### src/logic/hpl_defs.svh
// Constants for the host port link: timing, widths, encodings.
// Assumes a 10 MHz core clock on both ends of the link.
`ifndef HPL_DEFS_SVH
`define HPL_DEFS_SVH
`define HPL_CORE_NS     100
`define HPL_CLK_SCALE   20
`define HPL_FAST_NS     20
`define HPL_SLOW_NS     200
`define HPL_FAST_HALF   (((`HPL_FAST_NS*`HPL_CLK_SCALE)/2)/`HPL_CORE_NS)
`define HPL_SLOW_HALF   (((`HPL_SLOW_NS*`HPL_CLK_SCALE)/2)/`HPL_CORE_NS)
`define HPL_DIV_W       5
`define HPL_RESET_US    500
`define HPL_RESET_CYC   ((`HPL_RESET_US*1000+`HPL_CORE_NS-1)/`HPL_CORE_NS)
`define HPL_ACT_US      10000
`define HPL_ACT_CYC     ((`HPL_ACT_US*1000)/`HPL_CORE_NS)
`define HPL_CNT_W       32
`define HPL_RST_SAMPLES 2'h2
`define HPL_WORD_W      3
`define HPL_FIFO_DEPTH  32
`define HPL_IDLE_BITS   3'h0
`endif

### src/logic/hpl_pkg.sv
// Types shared by both ends of the host port link.
// Assumes hpl_defs.svh is on the include path.
`default_nettype none
package hpl_pkg;
  typedef logic [2:0] hpl_word_t;
  typedef enum logic [2:0]
  {
    HPL_LINE_IDLE  = 3'h1,
    HPL_LINE_SYNC  = 3'h2,
    HPL_LINE_RESET = 3'h4
  } hpl_line_state_t;
endpackage
`default_nettype wire

### src/logic/hpl_link_if.sv
// Host port link between the physical-layer end and the controller.
// Assumes the bench joins both ends; no clocking block.
`timescale 1ns/10ps
`default_nettype none
interface hpl_link_if;
  logic             host_port_clock;
  logic             reset_sync_line;
  hpl_pkg::hpl_word_t port_tx_bits;
  hpl_pkg::hpl_word_t port_rx_bits;
  modport phy
  (
    output host_port_clock,
    output port_rx_bits,
    input  reset_sync_line,
    input  port_tx_bits
  );
  modport mac
  (
    input  host_port_clock,
    input  port_rx_bits,
    output reset_sync_line,
    output port_tx_bits
  );
endinterface
`default_nettype wire

### src/logic/hpl_phy_end.sv
// Physical-layer end of the host port link with its status indicators.
// Assumes the controller drives the link in step with the port clock
// made here, so link inputs are sampled without synchronisers.
`timescale 1ns/10ps
`default_nettype none
`include "hpl_defs.svh"
module hpl_phy_end #(
  parameter int unsigned ACT_CYCLES = `HPL_ACT_CYC
)(
  input  wire logic         core_clk,             // 10 MHz core clock
  input  wire logic         resetn,               // Async reset
  hpl_link_if.phy           link,                 // Host port link
  input  wire logic         speed_100,            // 100 Mb/s selected
  input  wire logic         link_up,              // Link established
  input  wire logic         wake_mode,            // Wake mode active
  input  wire logic         act_select,           // Nonvolatile select
  input  wire logic         tx_pkt,               // Packet sent pulse
  input  wire logic         rx_pkt,               // Packet seen pulse
  input  wire logic         pkt_broadcast,        // Packet is broadcast
  input  wire logic         pkt_addr_match,       // Own address match
  input  wire logic [2:0]   rx_word,              // Word toward MAC
  input  wire logic         rx_valid,             // rx_word valid
  output logic              rx_ready,             // FIFO accepts
  output logic      [2:0]   tx_word,              // Word from MAC
  output logic              tx_strobe,            // tx_word new
  output logic              word_sync,            // Alignment pulse
  output logic              reset_request,        // Reset held
  output logic              link_indicator_n,     // Link LED
  output logic              activity_indicator_n, // Activity LED
  output logic              speed_indicator_n     // Speed LED
);
  // ***************************************************************
  // Port clock divider
  // ***************************************************************
  logic [`HPL_DIV_W-1:0] half_cnt;
  logic [`HPL_DIV_W-1:0] half_len;
  logic                  hpc;
  logic                  rise_now;

  // Mode change takes effect at the next half period, never a stall
  assign half_len = speed_100 ? `HPL_DIV_W'(`HPL_FAST_HALF)
                              : `HPL_DIV_W'(`HPL_SLOW_HALF);
  assign rise_now = (half_cnt == '0) && !hpc;
  assign link.host_port_clock = hpc;

  always_ff @(posedge core_clk or negedge resetn)
  begin
    if (!resetn)
    begin
      half_cnt <= '0;
      hpc      <= 1'b0;
    end
    else if (half_cnt == '0)
    begin
      hpc      <= ~hpc;
      half_cnt <= half_len - 1'b1;
    end
    else
    begin
      half_cnt <= half_cnt - 1'b1;
    end
  end

  // ***************************************************************
  // Reset and synchronise line
  // ***************************************************************
  logic [1:0] line_cnt;

  always_ff @(posedge core_clk or negedge resetn)
  begin
    if (!resetn)
      line_cnt <= 2'h0;
    else if (rise_now)
    begin
      if (!link.reset_sync_line)
        line_cnt <= 2'h0;
      else if (line_cnt != `HPL_RST_SAMPLES)
        line_cnt <= line_cnt + 1'b1;
    end
  end

  always_ff @(posedge core_clk or negedge resetn)
  begin
    if (!resetn)
      reset_request <= 1'b0;
    else if (rise_now)
      reset_request <= link.reset_sync_line && (line_cnt != 2'h0);
  end

  // A lone sample followed by a low one is a sync, not a reset
  always_ff @(posedge core_clk or negedge resetn)
  begin
    if (!resetn)
      word_sync <= 1'b0;
    else
      word_sync <= rise_now && !link.reset_sync_line
                   && (line_cnt == 2'h1);
  end

  // ***************************************************************
  // Transmit bits from the controller
  // ***************************************************************
  always_ff @(posedge core_clk or negedge resetn)
  begin
    if (!resetn)
    begin
      tx_word   <= `HPL_IDLE_BITS;
      tx_strobe <= 1'b0;
    end
    else
    begin
      tx_strobe <= rise_now && !reset_request;
      if (rise_now)
        tx_word <= link.port_tx_bits;
    end
  end

  // ***************************************************************
  // Receive path through the FIFO
  // ***************************************************************
  hpl_pkg::hpl_word_t fifo_data;
  logic               fifo_valid;
  logic               fifo_take;
  hpl_pkg::hpl_word_t rx_bits;

  // One word leaves per port clock period; the FIFO fills otherwise
  assign fifo_take = rise_now && !reset_request;
  assign link.port_rx_bits = rx_bits;

  hpl_fifo #(
    .WIDTH (`HPL_WORD_W),
    .DEPTH (`HPL_FIFO_DEPTH)
  ) u_rx_fifo (
    .core_clk  (core_clk),
    .resetn    (resetn),
    .flush     (reset_request),
    .in_data   (rx_word),
    .in_valid  (rx_valid),
    .in_ready  (rx_ready),
    .out_data  (fifo_data),
    .out_valid (fifo_valid),
    .out_ready (fifo_take)
  );

  always_ff @(posedge core_clk or negedge resetn)
  begin
    if (!resetn)
      rx_bits <= `HPL_IDLE_BITS;
    else if (rise_now)
      rx_bits <= fifo_take && fifo_valid ? fifo_data
                                          : `HPL_IDLE_BITS;
  end

  // ***************************************************************
  // Status indicators
  // ***************************************************************
  always_ff @(posedge core_clk or negedge resetn)
  begin
    if (!resetn)
    begin
      link_indicator_n  <= 1'b1;
      speed_indicator_n <= 1'b1;
    end
    else
    begin
      link_indicator_n  <= !link_up;
      speed_indicator_n <= !speed_100;
    end
  end

  logic                  act_event;
  logic                  act_on;
  logic                  act_pend;
  logic [`HPL_CNT_W-1:0] act_cnt;

  assign act_event = (tx_pkt || rx_pkt)
                     && (!wake_mode || pkt_addr_match
                         || (!act_select && pkt_broadcast));

  // Fixed on and off phases: heavy load gives a steady flicker,
  // light load one blink for a lone packet, two for a short burst
  always_ff @(posedge core_clk or negedge resetn)
  begin
    if (!resetn)
    begin
      act_on   <= 1'b0;
      act_pend <= 1'b0;
      act_cnt  <= '0;
    end
    else if (act_cnt != '0)
    begin
      act_cnt  <= act_cnt - 1'b1;
      act_pend <= act_pend || act_event;
    end
    else if (act_on)
    begin
      act_on   <= 1'b0;
      act_cnt  <= `HPL_CNT_W'(ACT_CYCLES - 1);
      act_pend <= act_pend || act_event;
    end
    else if (act_pend || act_event)
    begin
      act_on   <= 1'b1;
      act_cnt  <= `HPL_CNT_W'(ACT_CYCLES - 1);
      act_pend <= 1'b0;
    end
  end

  always_ff @(posedge core_clk or negedge resetn)
  begin
    if (!resetn)
      activity_indicator_n <= 1'b1;
    else
      activity_indicator_n <= !act_on;
  end
endmodule
`default_nettype wire

### src/logic/hpl_fifo.sv
// Word FIFO with registered full and empty flags.
// Assumes both sides on core_clk; flush drops every stored word.
`timescale 1ns/10ps
`default_nettype none
`include "hpl_defs.svh"
module hpl_fifo #(
  parameter int unsigned WIDTH = `HPL_WORD_W,
  parameter int unsigned DEPTH = `HPL_FIFO_DEPTH
)(
  input  wire logic             core_clk,  // Core clock
  input  wire logic             resetn,    // Async reset
  input  wire logic             flush,     // Drop contents
  input  wire logic [WIDTH-1:0] in_data,   // Fill data
  input  wire logic             in_valid,  // Fill valid
  output logic                  in_ready,  // Not full
  output logic      [WIDTH-1:0] out_data,  // Head word
  output logic                  out_valid, // Not empty
  input  wire logic             out_ready  // Drain accept
);
  localparam int unsigned AW = $clog2(DEPTH);
  logic [WIDTH-1:0] mem [DEPTH];
  logic [AW-1:0]    wr_ptr;
  logic [AW-1:0]    rd_ptr;
  logic [AW:0]      count;
  logic [AW:0]      next_count;
  logic             push;
  logic             pop;

  assign push     = in_valid && in_ready;
  assign pop      = out_valid && out_ready;
  assign out_data = mem[rd_ptr];

  always_comb
  begin
    next_count = count;
    if (push && !pop)
      next_count = count + 1'b1;
    else if (pop && !push)
      next_count = count - 1'b1;
  end

  always_ff @(posedge core_clk)
  begin
    if (push)
      mem[wr_ptr] <= in_data;
  end

  always_ff @(posedge core_clk or negedge resetn)
  begin
    if (!resetn)
    begin
      wr_ptr    <= '0;
      rd_ptr    <= '0;
      count     <= '0;
      in_ready  <= 1'b0;
      out_valid <= 1'b0;
    end
    else if (flush)
    begin
      wr_ptr    <= '0;
      rd_ptr    <= '0;
      count     <= '0;
      in_ready  <= 1'b0;
      out_valid <= 1'b0;
    end
    else
    begin
      if (push)
        wr_ptr <= wr_ptr + 1'b1;
      if (pop)
        rd_ptr <= rd_ptr + 1'b1;
      count     <= next_count;
      in_ready  <= next_count != (AW+1)'(DEPTH);
      out_valid <= next_count != '0;
    end
  end
endmodule
`default_nettype wire

### src/flat_wrapper.sv
// flat-port wrapper written by rule: the top's interface ports become plain ports
module hpl_phy_end_flat 
#(
  parameter int unsigned ACT_CYCLES = `HPL_ACT_CYC
)
  (core_clk, resetn, speed_100, link_up, wake_mode, act_select, tx_pkt, rx_pkt, pkt_broadcast, pkt_addr_match, rx_word, rx_valid, rx_ready, tx_word, tx_strobe, word_sync, reset_request, link_indicator_n, activity_indicator_n, speed_indicator_n, link_host_port_clock, link_port_rx_bits, link_reset_sync_line, link_port_tx_bits);
  hpl_link_if link_i ();
  input  wire logic core_clk;
  input  wire logic resetn;
  input  wire logic speed_100;
  input  wire logic link_up;
  input  wire logic wake_mode;
  input  wire logic act_select;
  input  wire logic tx_pkt;
  input  wire logic rx_pkt;
  input  wire logic pkt_broadcast;
  input  wire logic pkt_addr_match;
  input  wire logic [2:0] rx_word;
  input  wire logic rx_valid;
  output logic rx_ready;
  output logic      [2:0] tx_word;
  output logic tx_strobe;
  output logic word_sync;
  output logic reset_request;
  output logic link_indicator_n;
  output logic activity_indicator_n;
  output logic speed_indicator_n;
  output wire logic [$bits(link_i.host_port_clock)-1:0] link_host_port_clock;
  output wire logic [$bits(link_i.port_rx_bits)-1:0] link_port_rx_bits;
  input wire logic [$bits(link_i.reset_sync_line)-1:0] link_reset_sync_line;
  input wire logic [$bits(link_i.port_tx_bits)-1:0] link_port_tx_bits;
  assign link_host_port_clock = link_i.host_port_clock;
  assign link_port_rx_bits = link_i.port_rx_bits;
  assign link_i.reset_sync_line = link_reset_sync_line;
  assign link_i.port_tx_bits = link_port_tx_bits;
  hpl_phy_end #(.ACT_CYCLES(ACT_CYCLES)) u_core (.core_clk(core_clk), .resetn(resetn), .link(link_i), .speed_100(speed_100), .link_up(link_up), .wake_mode(wake_mode), .act_select(act_select), .tx_pkt(tx_pkt), .rx_pkt(rx_pkt), .pkt_broadcast(pkt_broadcast), .pkt_addr_match(pkt_addr_match), .rx_word(rx_word), .rx_valid(rx_valid), .rx_ready(rx_ready), .tx_word(tx_word), .tx_strobe(tx_strobe), .word_sync(word_sync), .reset_request(reset_request), .link_indicator_n(link_indicator_n), .activity_indicator_n(activity_indicator_n), .speed_indicator_n(speed_indicator_n));
endmodule
### config.mk
export PLATFORM = sky130hd
export DESIGN_NAME = hpl_phy_end_flat
export DESIGN_NICKNAME = d
export VERILOG_FILES = /design/src/logic/hpl_pkg.sv /design/src/logic/hpl_link_if.sv /design/src/logic/hpl_phy_end.sv /design/src/logic/hpl_fifo.sv /design/src/flat_wrapper.sv
export VERILOG_INCLUDE_DIRS = /design/src /design/src/logic
export SDC_FILE = /design/constraint.sdc
export NUM_CORES = 1
export LEC_CHECK = 0
export BUFFER_PORTS_ARGS = -buffer_cell sky130_fd_sc_hd__buf_4
export CAP_MARGIN = 20
export CORE_MARGIN = 3
export CORE_UTILIZATION = 55
export CTS_CLUSTER_DIAMETER = 120
export DETAILED_ROUTE_END_ITERATION = 7
export PLACE_DENSITY = 0.72
export SLEW_MARGIN = 10
export SYNTH_ARGS = -nofsm -noshare
export SYNTH_HDL_FRONTEND = slang
export SYNTH_HIERARCHICAL = 1
export SYNTH_SLANG_ARGS = --single-unit
### constraint.sdc
create_clock -name core_clk -period 6.8 [get_ports core_clk]
set_input_delay 1.36 -clock core_clk [delete_from_list [all_inputs] [get_ports core_clk]]
set_output_delay 1.36 -clock core_clk [all_outputs]
set_load 0.05 [all_outputs]
* Yosys cells after proc, flatten, opt, wreduce, memory -nomap -nowiden
Memory sizes are Yosys's and may differ from the RTL's.
Index checks and enable logic that the tools add are counted.
** Operators by class
- $add $sub $neg :: 8
- $mul :: 0
- Div/mod/pow operators :: 0
- Order comparisons :: 0
- Equal/unequal tests :: 4
- Shift-type cells :: 0
- Muxes and demuxes :: 24
- Bitwise operators :: 1
- Reduce and logical (&&, ||, !) cells :: 33
** Operators by type and width (number)
- $mux 32 :: 3
- $reduce_bool 32->1 :: 1
- $sub 32x1->32 const B :: 1
- $mux 5 :: 6
- $mux 6 :: 3
- $logic_and 1x1->1 :: 11
- $add 5x1->5 const B :: 2
- $logic_not 1->1 :: 10
- $sub 5x1->5 const B :: 2
- $mux 1 :: 9
- $add 6x1->6 const B :: 1
- $ne 6x6->1 const B :: 1
- $reduce_bool 2->1 :: 3
- $reduce_bool 6->1 :: 1
- $sub 6x1->6 const B :: 1
- $logic_not 5->1 :: 1
- $logic_or 1x1->1 :: 4
- $mux 2 :: 2
- $mux 3 :: 1
- $reduce_bool 3->1 :: 1
- $add 2x1->2 const B :: 1
- $eq 2x1->1 const B :: 1
- $ne 2x1->1 const B :: 1
- $ne 2x2->1 const B :: 1
- other kinds (2) :: 2
** Word-level totals
- Bits in registers :: 72
- Bits in latches :: 0
- RAM bits :: 96
- Bits in read-only memories :: 0
- Input port bits :: 18
- Output and inout port bits :: 14
- Logic and storage cells :: 90
- Memories :: 1
** Memory list
- u_core.u_rx_fifo.mem :: words 32, width 3, rd ports 1, clocked after Yosys merged registers in 0, write ports 1, RTL line hpl_fifo.sv:21 : logic [WIDTH-1:0] mem [DEPTH];

* Longest topological paths before layout
- Depth after elaboration :: 9
- Gate-level depth with buffers :: 11
- Gate-level depth less buffers :: 9

* Hierarchy
The synthesis kept the hierarchy.
** By module, submodules not included
- hpl_fifo :: instances 1, cells an instance 290, area an instance 4868.4 um^2, seq. area each 3333.2 um^2
- hpl_phy_end :: instances 1, cells an instance 273, area an instance 2737.6 um^2, seq. area each 1355.0 um^2

* Worst setup path before layout
OpenSTA, ideal clock, no wires.
- Path kind :: in2reg
- Start :: input port act_select
- End :: register u_core.act_cnt[15]
- Setup time :: 0.126 ns
- Data arrival time :: 2.616 ns
- Required time :: 6.674 ns
- Setup slack :: 4.058 ns
- Stages on the path :: 6
- Path buffers :: 0
- Cells stage by stage :: nand2b_1 -> a31oi_1 -> nor4_4 -> nand2_2 -> or3b_2 -> mux2i_1
** On the way
- Word-level cells in the longest chain between the ends :: 6
** RTL lines
- start: declaration :: RTL line flat_wrapper.sv:13 : input wire logic act_select;
- $logic_not 1->1 :: RTL line hpl_phy_end.sv:178 : || (!act_select && pkt_broadcast));
- $logic_and 1x1->1 :: RTL line hpl_phy_end.sv:178
- $logic_or 1x1->1 :: RTL line hpl_phy_end.sv:178
- $logic_and 1x1->1 :: RTL line hpl_phy_end.sv:177 : && (!wake_mode || pkt_addr_match
- $logic_or 1x1->1 :: RTL line hpl_phy_end.sv:201 : else if (act_pend || act_event)
- $reduce_bool 3->1 (no source line)
- end signal: assignment :: RTL line hpl_phy_end.sv:192 : act_cnt <= act_cnt - 1'b1;
- end signal: assignment :: RTL line hpl_phy_end.sv:198 : act_cnt <= `HPL_CNT_W'(ACT_CYCLES - 1);
- end signal: assignment :: RTL line hpl_phy_end.sv:204 : act_cnt <= `HPL_CNT_W'(ACT_CYCLES - 1);
- end: declaration :: RTL line hpl_phy_end.sv:174 : logic [`HPL_CNT_W-1:0] act_cnt;
No other way between the ends.
A chain may end at the register's enable or synchronous reset.

* Worst setup path in the final report
- Start :: register u_core.half_cnt[3]
- End :: register u_core.u_rx_fifo.out_valid
** On the way
- Word-level cells in the longest chain between the ends :: 9
- Elaborated cells between the ends (all ways) :: 11
- Classes of those cells :: mux: 3; reduce/logical: 8
** RTL lines
- start: declaration :: RTL line hpl_phy_end.sv:35 : logic [`HPL_DIV_W-1:0] half_cnt;
- start signal: assignment :: RTL line hpl_phy_end.sv:56 : half_cnt <= half_len - 1'b1;
- start signal: assignment :: RTL line hpl_phy_end.sv:60 : half_cnt <= half_cnt - 1'b1;
- $logic_not 5->1 (*) :: RTL line hpl_phy_end.sv:43 : assign rise_now = (half_cnt == '0) && !hpc;
- $logic_and 1x1->1 (*) :: RTL line hpl_phy_end.sv:43
- $logic_and 1x1->1 (*) :: RTL line hpl_phy_end.sv:127 : assign fifo_take = rise_now && !reset_request;
- via u_core.fifo_take :: RTL line hpl_phy_end.sv:123 : logic fifo_take;
- $logic_and 1x1->1 (*) :: RTL line hpl_fifo.sv:30 : assign pop = out_valid && out_ready;
- $logic_and 1x1->1 / $logic_not 1->1 (equally long branches) :: RTL line hpl_fifo.sv:38, hpl_fifo.sv:36
- $mux 6 / $logic_and 1x1->1 (equally long branches) :: RTL line hpl_fifo.sv:38, hpl_fifo.sv:36
- $mux 6 (*) :: RTL line hpl_fifo.sv:36 : if (push && !pop)
- $reduce_bool 6->1 (*) :: RTL line hpl_fifo.sv:74 : out_valid <= next_count != '0;
- $mux 1 (*) :: RTL line hpl_fifo.sv:58 : else if (flush)
- end signal: assignment :: RTL line hpl_fifo.sv:56 : out_valid <= 1'b0;
- end signal: assignment :: RTL line hpl_fifo.sv:64 : out_valid <= 1'b0;
- end signal: assignment :: RTL line hpl_fifo.sv:74
- end: declaration :: RTL line hpl_fifo.sv:17 : output logic out_valid,
Mark *: on every way through the listed nets, which the timed path passes. The rest lies on a longest branch.

==> results.md <==
- The number of sinks driven by the clock tree is approximately 170.
- The initial utilization of the core area, before any placement, comes to 56.8%.
- In this run the count of I/O pins placed on the die edge is 32.
- The net switching power figure is roughly 780 uW.
- The die width is about 120 um.
- Routability-driven placement finished with a final weighted congestion of 0.835.
- The via count of the first global-routing pass is about 4500.
- Clock-pin slew was measured on the worst setup and hold paths at 0.06 ns.
- Of the total power, registers draw roughly 47%.
- The post-cts hold buffer count is 0.
- In this run the remaining antenna-violating nets after routing total 0.
- After synthesis, the netlist uses a little under 60 different library cells.
- The critical path required time is between 7 and 8 ns.
- The per-cell via count in the routed design is around 5.9.
- In this run the clock root is driven by a clkbuf_16.
- The iteration-0 DRC count of the detailed router is 437.
- edfxtp_1 takes more of the synthesized area than any other cell.
- Setup repair after global routing left no endpoint under its margin.
- The signal on the critical path passes through or2_2, nor4_1, nand2b_1, nor2_1, nand2_1, or3_1, a21boi_0, a41oi_1.
- Synthesis produced 563 cells.
- The tightest min-delay check is of the reg2reg type.
- Counting instances in the post-synthesis netlist gives the leading cell types as edfxtp_1, nor2_1, dfrtp_1, nand2_1, mux4_2.
- Of the cells placed in the final design, the portion with a size suffix greater than 1 is a little over a fifth.
- Port buffering added 31 buffers.
- The number of antenna violations at the first check in global routing came to 0.
- For this run, the leading register cell type out of synthesis is edfxtp_1.
- Summing all placed instances gives a cell area of just under 8000 um^2.
- The combinational fraction of design power is about 17%.
- The first global-routing pass estimated about 23 mm of wire.
- The number of nets in the synthesized netlist is between 500 and 600.
- In this run the post-CTS setup repair buffer count came out at 0.
- The per-cell routed wire length is approximately 18 um.
- The critical path depth is 8.
- The initialized floorplan defines 42 standard-cell rows.
- The final wirelength is 14.2 mm.
- The count of cells along the worst register-to-register path is 8.
- Across every metal layer, demand over resource in global routing totals between 20% and 30%.
- The insertion delay to the later sink of the worst-skew pair is around 0.43 ns.
- The data arrival time of the worst path is 3.39 ns.
- Global routing finished with a remaining overflow of 0.
- Routed signal wires occupy layers up through met4.
- The final number of hold-violating endpoints is 0.
- TritonCTS built the clock tree.
- Net switching is 29.1% of the power.
- The register bit total from synthesis is around 170.
- Together, buffers and inverters on the worst path number 0.
- Setup total negative slack on the finished layout was measured at 0 ns.
- The met3 wire length is 952 um.
- With fillers left out, the area of the finished cells amounts to 8540 um^2.
- Between clock sinks in the finished design, the worst skew comes to 0.0155 ns.
- The tool flagged a number of max-cap violations equal to 0.
- STA classifies the critical path endpoint as a register.
- Of all nets on the critical path, the largest fanout is 12.
- The critical path's slowest cell is or3_1.
- IR analysis of the VDD net gives a maximum drop of 0.203 mV.
- The routed design uses around 6.7 mm of met2 wire.
- Yosys printed 6 warnings.
- The number of instances on the worst hold path is 2.
- The run finished with clean final reports.
- Measured on the finished design, the core utilization comes to between 60% and 70%.
- The detailed router placed 4600 vias in this run.
- Counting the fill cells in the layout gives 979.
- The critical path's top delay family is simple AND/OR/NAND/NOR gates.
- The number of pins with negative max-slew slack in the final report was 0.
- Post-CTS repair changed the size of 0 cells.
- The most frequent cell after synthesis is edfxtp_1.
- Averaged over all synthesized cells, the footprint is ~14 um^2.
- The routed design could run at a clock period as short as around 3.1 ns.
- The share of the synthesized area in the top cell type is roughly 38%.
- In this run the number of H-tree levels came out at 4.
- The internal power of the cells totals roughly 1900 uW.
- The cell area after synthesis is 7610 um^2.
- Summed over all cells, the static leakage comes to 0.00321 uW.
- After detailed routing, the wire length on met1 is approximately 6.4 mm.
- The count of antenna diodes in the layout is 0.
- The longest clock path from root to sink contains 2 buffers.
- The share of flip-flops with an asynchronous set or reset after synthesis is between 40% and 50%.
- The transition at the pin with the smallest max-transition slack is ~0.91 ns.
- The die covers 15300 um^2.
- Sequential elements use around three fifths of the synthesized area.
- The number of detailed-route iterations in the first pass is 5.
- In this run the standard cell core region covers approximately 13000 um^2.
- For this design the ratio of total power to cell area is ~310 nW/um^2.
- The synthesis-to-layout area growth is 12.3%.
- Setup violations remaining at the end of the flow were counted as 0.
- The number of enable-type register cells in the synthesized netlist is 96.
- The number of buffers added by the clock tree synthesis step is 17.
- The share of total power dissipated in the clock network is between 30% and 40%.
- The maximum clock rate is between 0.3 and 0.4 GHz.
- The remaining routing DRC violations is 0.
- The worst setup path is launched from a register.
- The wire-length estimate of the detail-placed layout is approximately 9.4 mm.
- The share of the clock period used by the worst path is 46.2%.
- The worst slew margin relative to its limit is between 30% and 40%.
- The die extent in y is approximately 120 um.
- On the worst path, the slowest cell contributes a delay of roughly 0.43 ns.
- The category of the critical setup timing path is reg2reg.
- After synthesis, the cell types taking the most area are edfxtp_1, dfrtp_1, mux4_2.
- Entering global routing, the biggest net connects 73 pins.
- The net count of the finished layout is slightly above 600.
## final timing paths
path | start | endpoint | slack (ns)
worst max-delay path | u_core/half_cnt[3]$_DFF_PN0_ | u_core/u_rx_fifo/out_valid$_DFF_PN0_ | 3.66
worst min-delay path | u_core/tx_word[0]$_DFFE_PN0N_ | u_core/tx_word[0]$_DFFE_PN0N_ | 0.48
worst max register to register | u_core/half_cnt[3]$_DFF_PN0_ | u_core/u_rx_fifo/out_valid$_DFF_PN0_ | 3.66
worst min register to register | u_core/tx_word[0]$_DFFE_PN0N_ | u_core/tx_word[0]$_DFFE_PN0N_ | 0.48
max in group asynchronous | resetn | u_core/u_rx_fifo/count[5]$_DFF_PN0_ | 5.13
min in group asynchronous | resetn | u_core/half_cnt[4]$_DFF_PN0_ | 1.05
## tightest hold or removal path, delay by kind of cell (launching register included)
kind	cells	cell delay, ns
DFF	1	0.34
and+or+nand+nor	2	0.11
## layer usage
| layer | vias to the layer above | track usage, % |
|---|---|---|
| li1 | 2112 | - |
| met1 | 2309 | 29.4 |
| met2 | 164 | 30.9 |
| met3 | 15 | 4.72 |
| met4 | 0 | 5.67 |
| met5 | - | 0 |
## stage by stage
stage	cells	total power (uW)	hold WS, ns	setup WS (ns)
global route	781	2800	0.524	3.40
detailed placement	748	1730	0.465	3.53
global placement	748	1720	0.458	3.60
floorplan	563	1590	0.453	4.06
CTS	780	2690	0.481	3.68
finish	781	2670	0.480	3.66
## power groups by stage
| stage | Combinational, uW | Sequential, uW | Clock, uW |
|---|---|---|---|
| global placement | 448 | 1270 | 0 |
| floorplan | 274 | 1320 | 0 |
| finish | 463 | 1250 | 954 |
| global route | 505 | 1260 | 1030 |
| CTS | 467 | 1250 | 970 |
| detailed placement | 462 | 1270 | 0 |
## cells by family (layout without fill, tap and decap cells)
family,after synthesis,in the layout,synth area share (%)
xor gates and xnor gates,32,32,3.68
and+or+nand+nor,220,220,15.2
adders and majority gates,12,12,1.97
AOI/OAI and AO/OA,47,47,4.05
buffers and inverters,39,81,2.45
DFF,168,168,61.6
muxes,45,45,11.0
## placed cells by master, fill, tap and decap left out, types with 3 or more instances in the layout
cell       instances
nor3b_1            3
inv_1             16
and2_1             3
or4_1              4
a211oi_1           3
mux4_2            30
nand3b_1           5
or3b_2             3
o21ai_0           10
nand3_1           15
or3_1              5
a21oi_1           15
dfrtp_1           69
buf_4             32
clkbuf_16         17
nor4_1             3
nand4_1            6
mux2i_1            5
xnor2_1           20
edfxtp_1          96
xor2_1            12
nor3_1            14
or2_2              4
o22ai_1            3
ha_1              12
a21boi_0           4
nand2b_1           4
inv_6              4
dfstp_2            3
nor2_1            79
mux2_2            10
clkinv_4           3
nand2_1           51
nor4_4             4
## area by class of cell
cell class / instances / area, um^2 / share of cell area (%)
inverter: 16 / 60.1 / 0.703
clock buffer: 17 / 425 / 4.98
multi-input combinational: 356 / 2730 / 32.0
timing repair buffer: 33 / 255 / 2.99
clock inverter: 15 / 164 / 1.92
tap: 176 / 220 / 2.58
sequential: 168 / 4690 / 54.9
## state kept, by name (all words and copies together) (netlist names), 3 cells and up
| signal | cells |
|---|---|
| u_core/u_rx_fifo/count | 6 |
| u_core/u_rx_fifo/rd_ptr | 5 |
| u_core/half_cnt | 5 |
| u_core/act_cnt | 32 |
| u_core/u_rx_fifo/wr_ptr | 5 |
| u_core/link.port_rx_bits | 3 |
| u_core/tx_word | 3 |
| u_core/u_rx_fifo/mem | 96 |
Power figures use the tool's default switching activity.
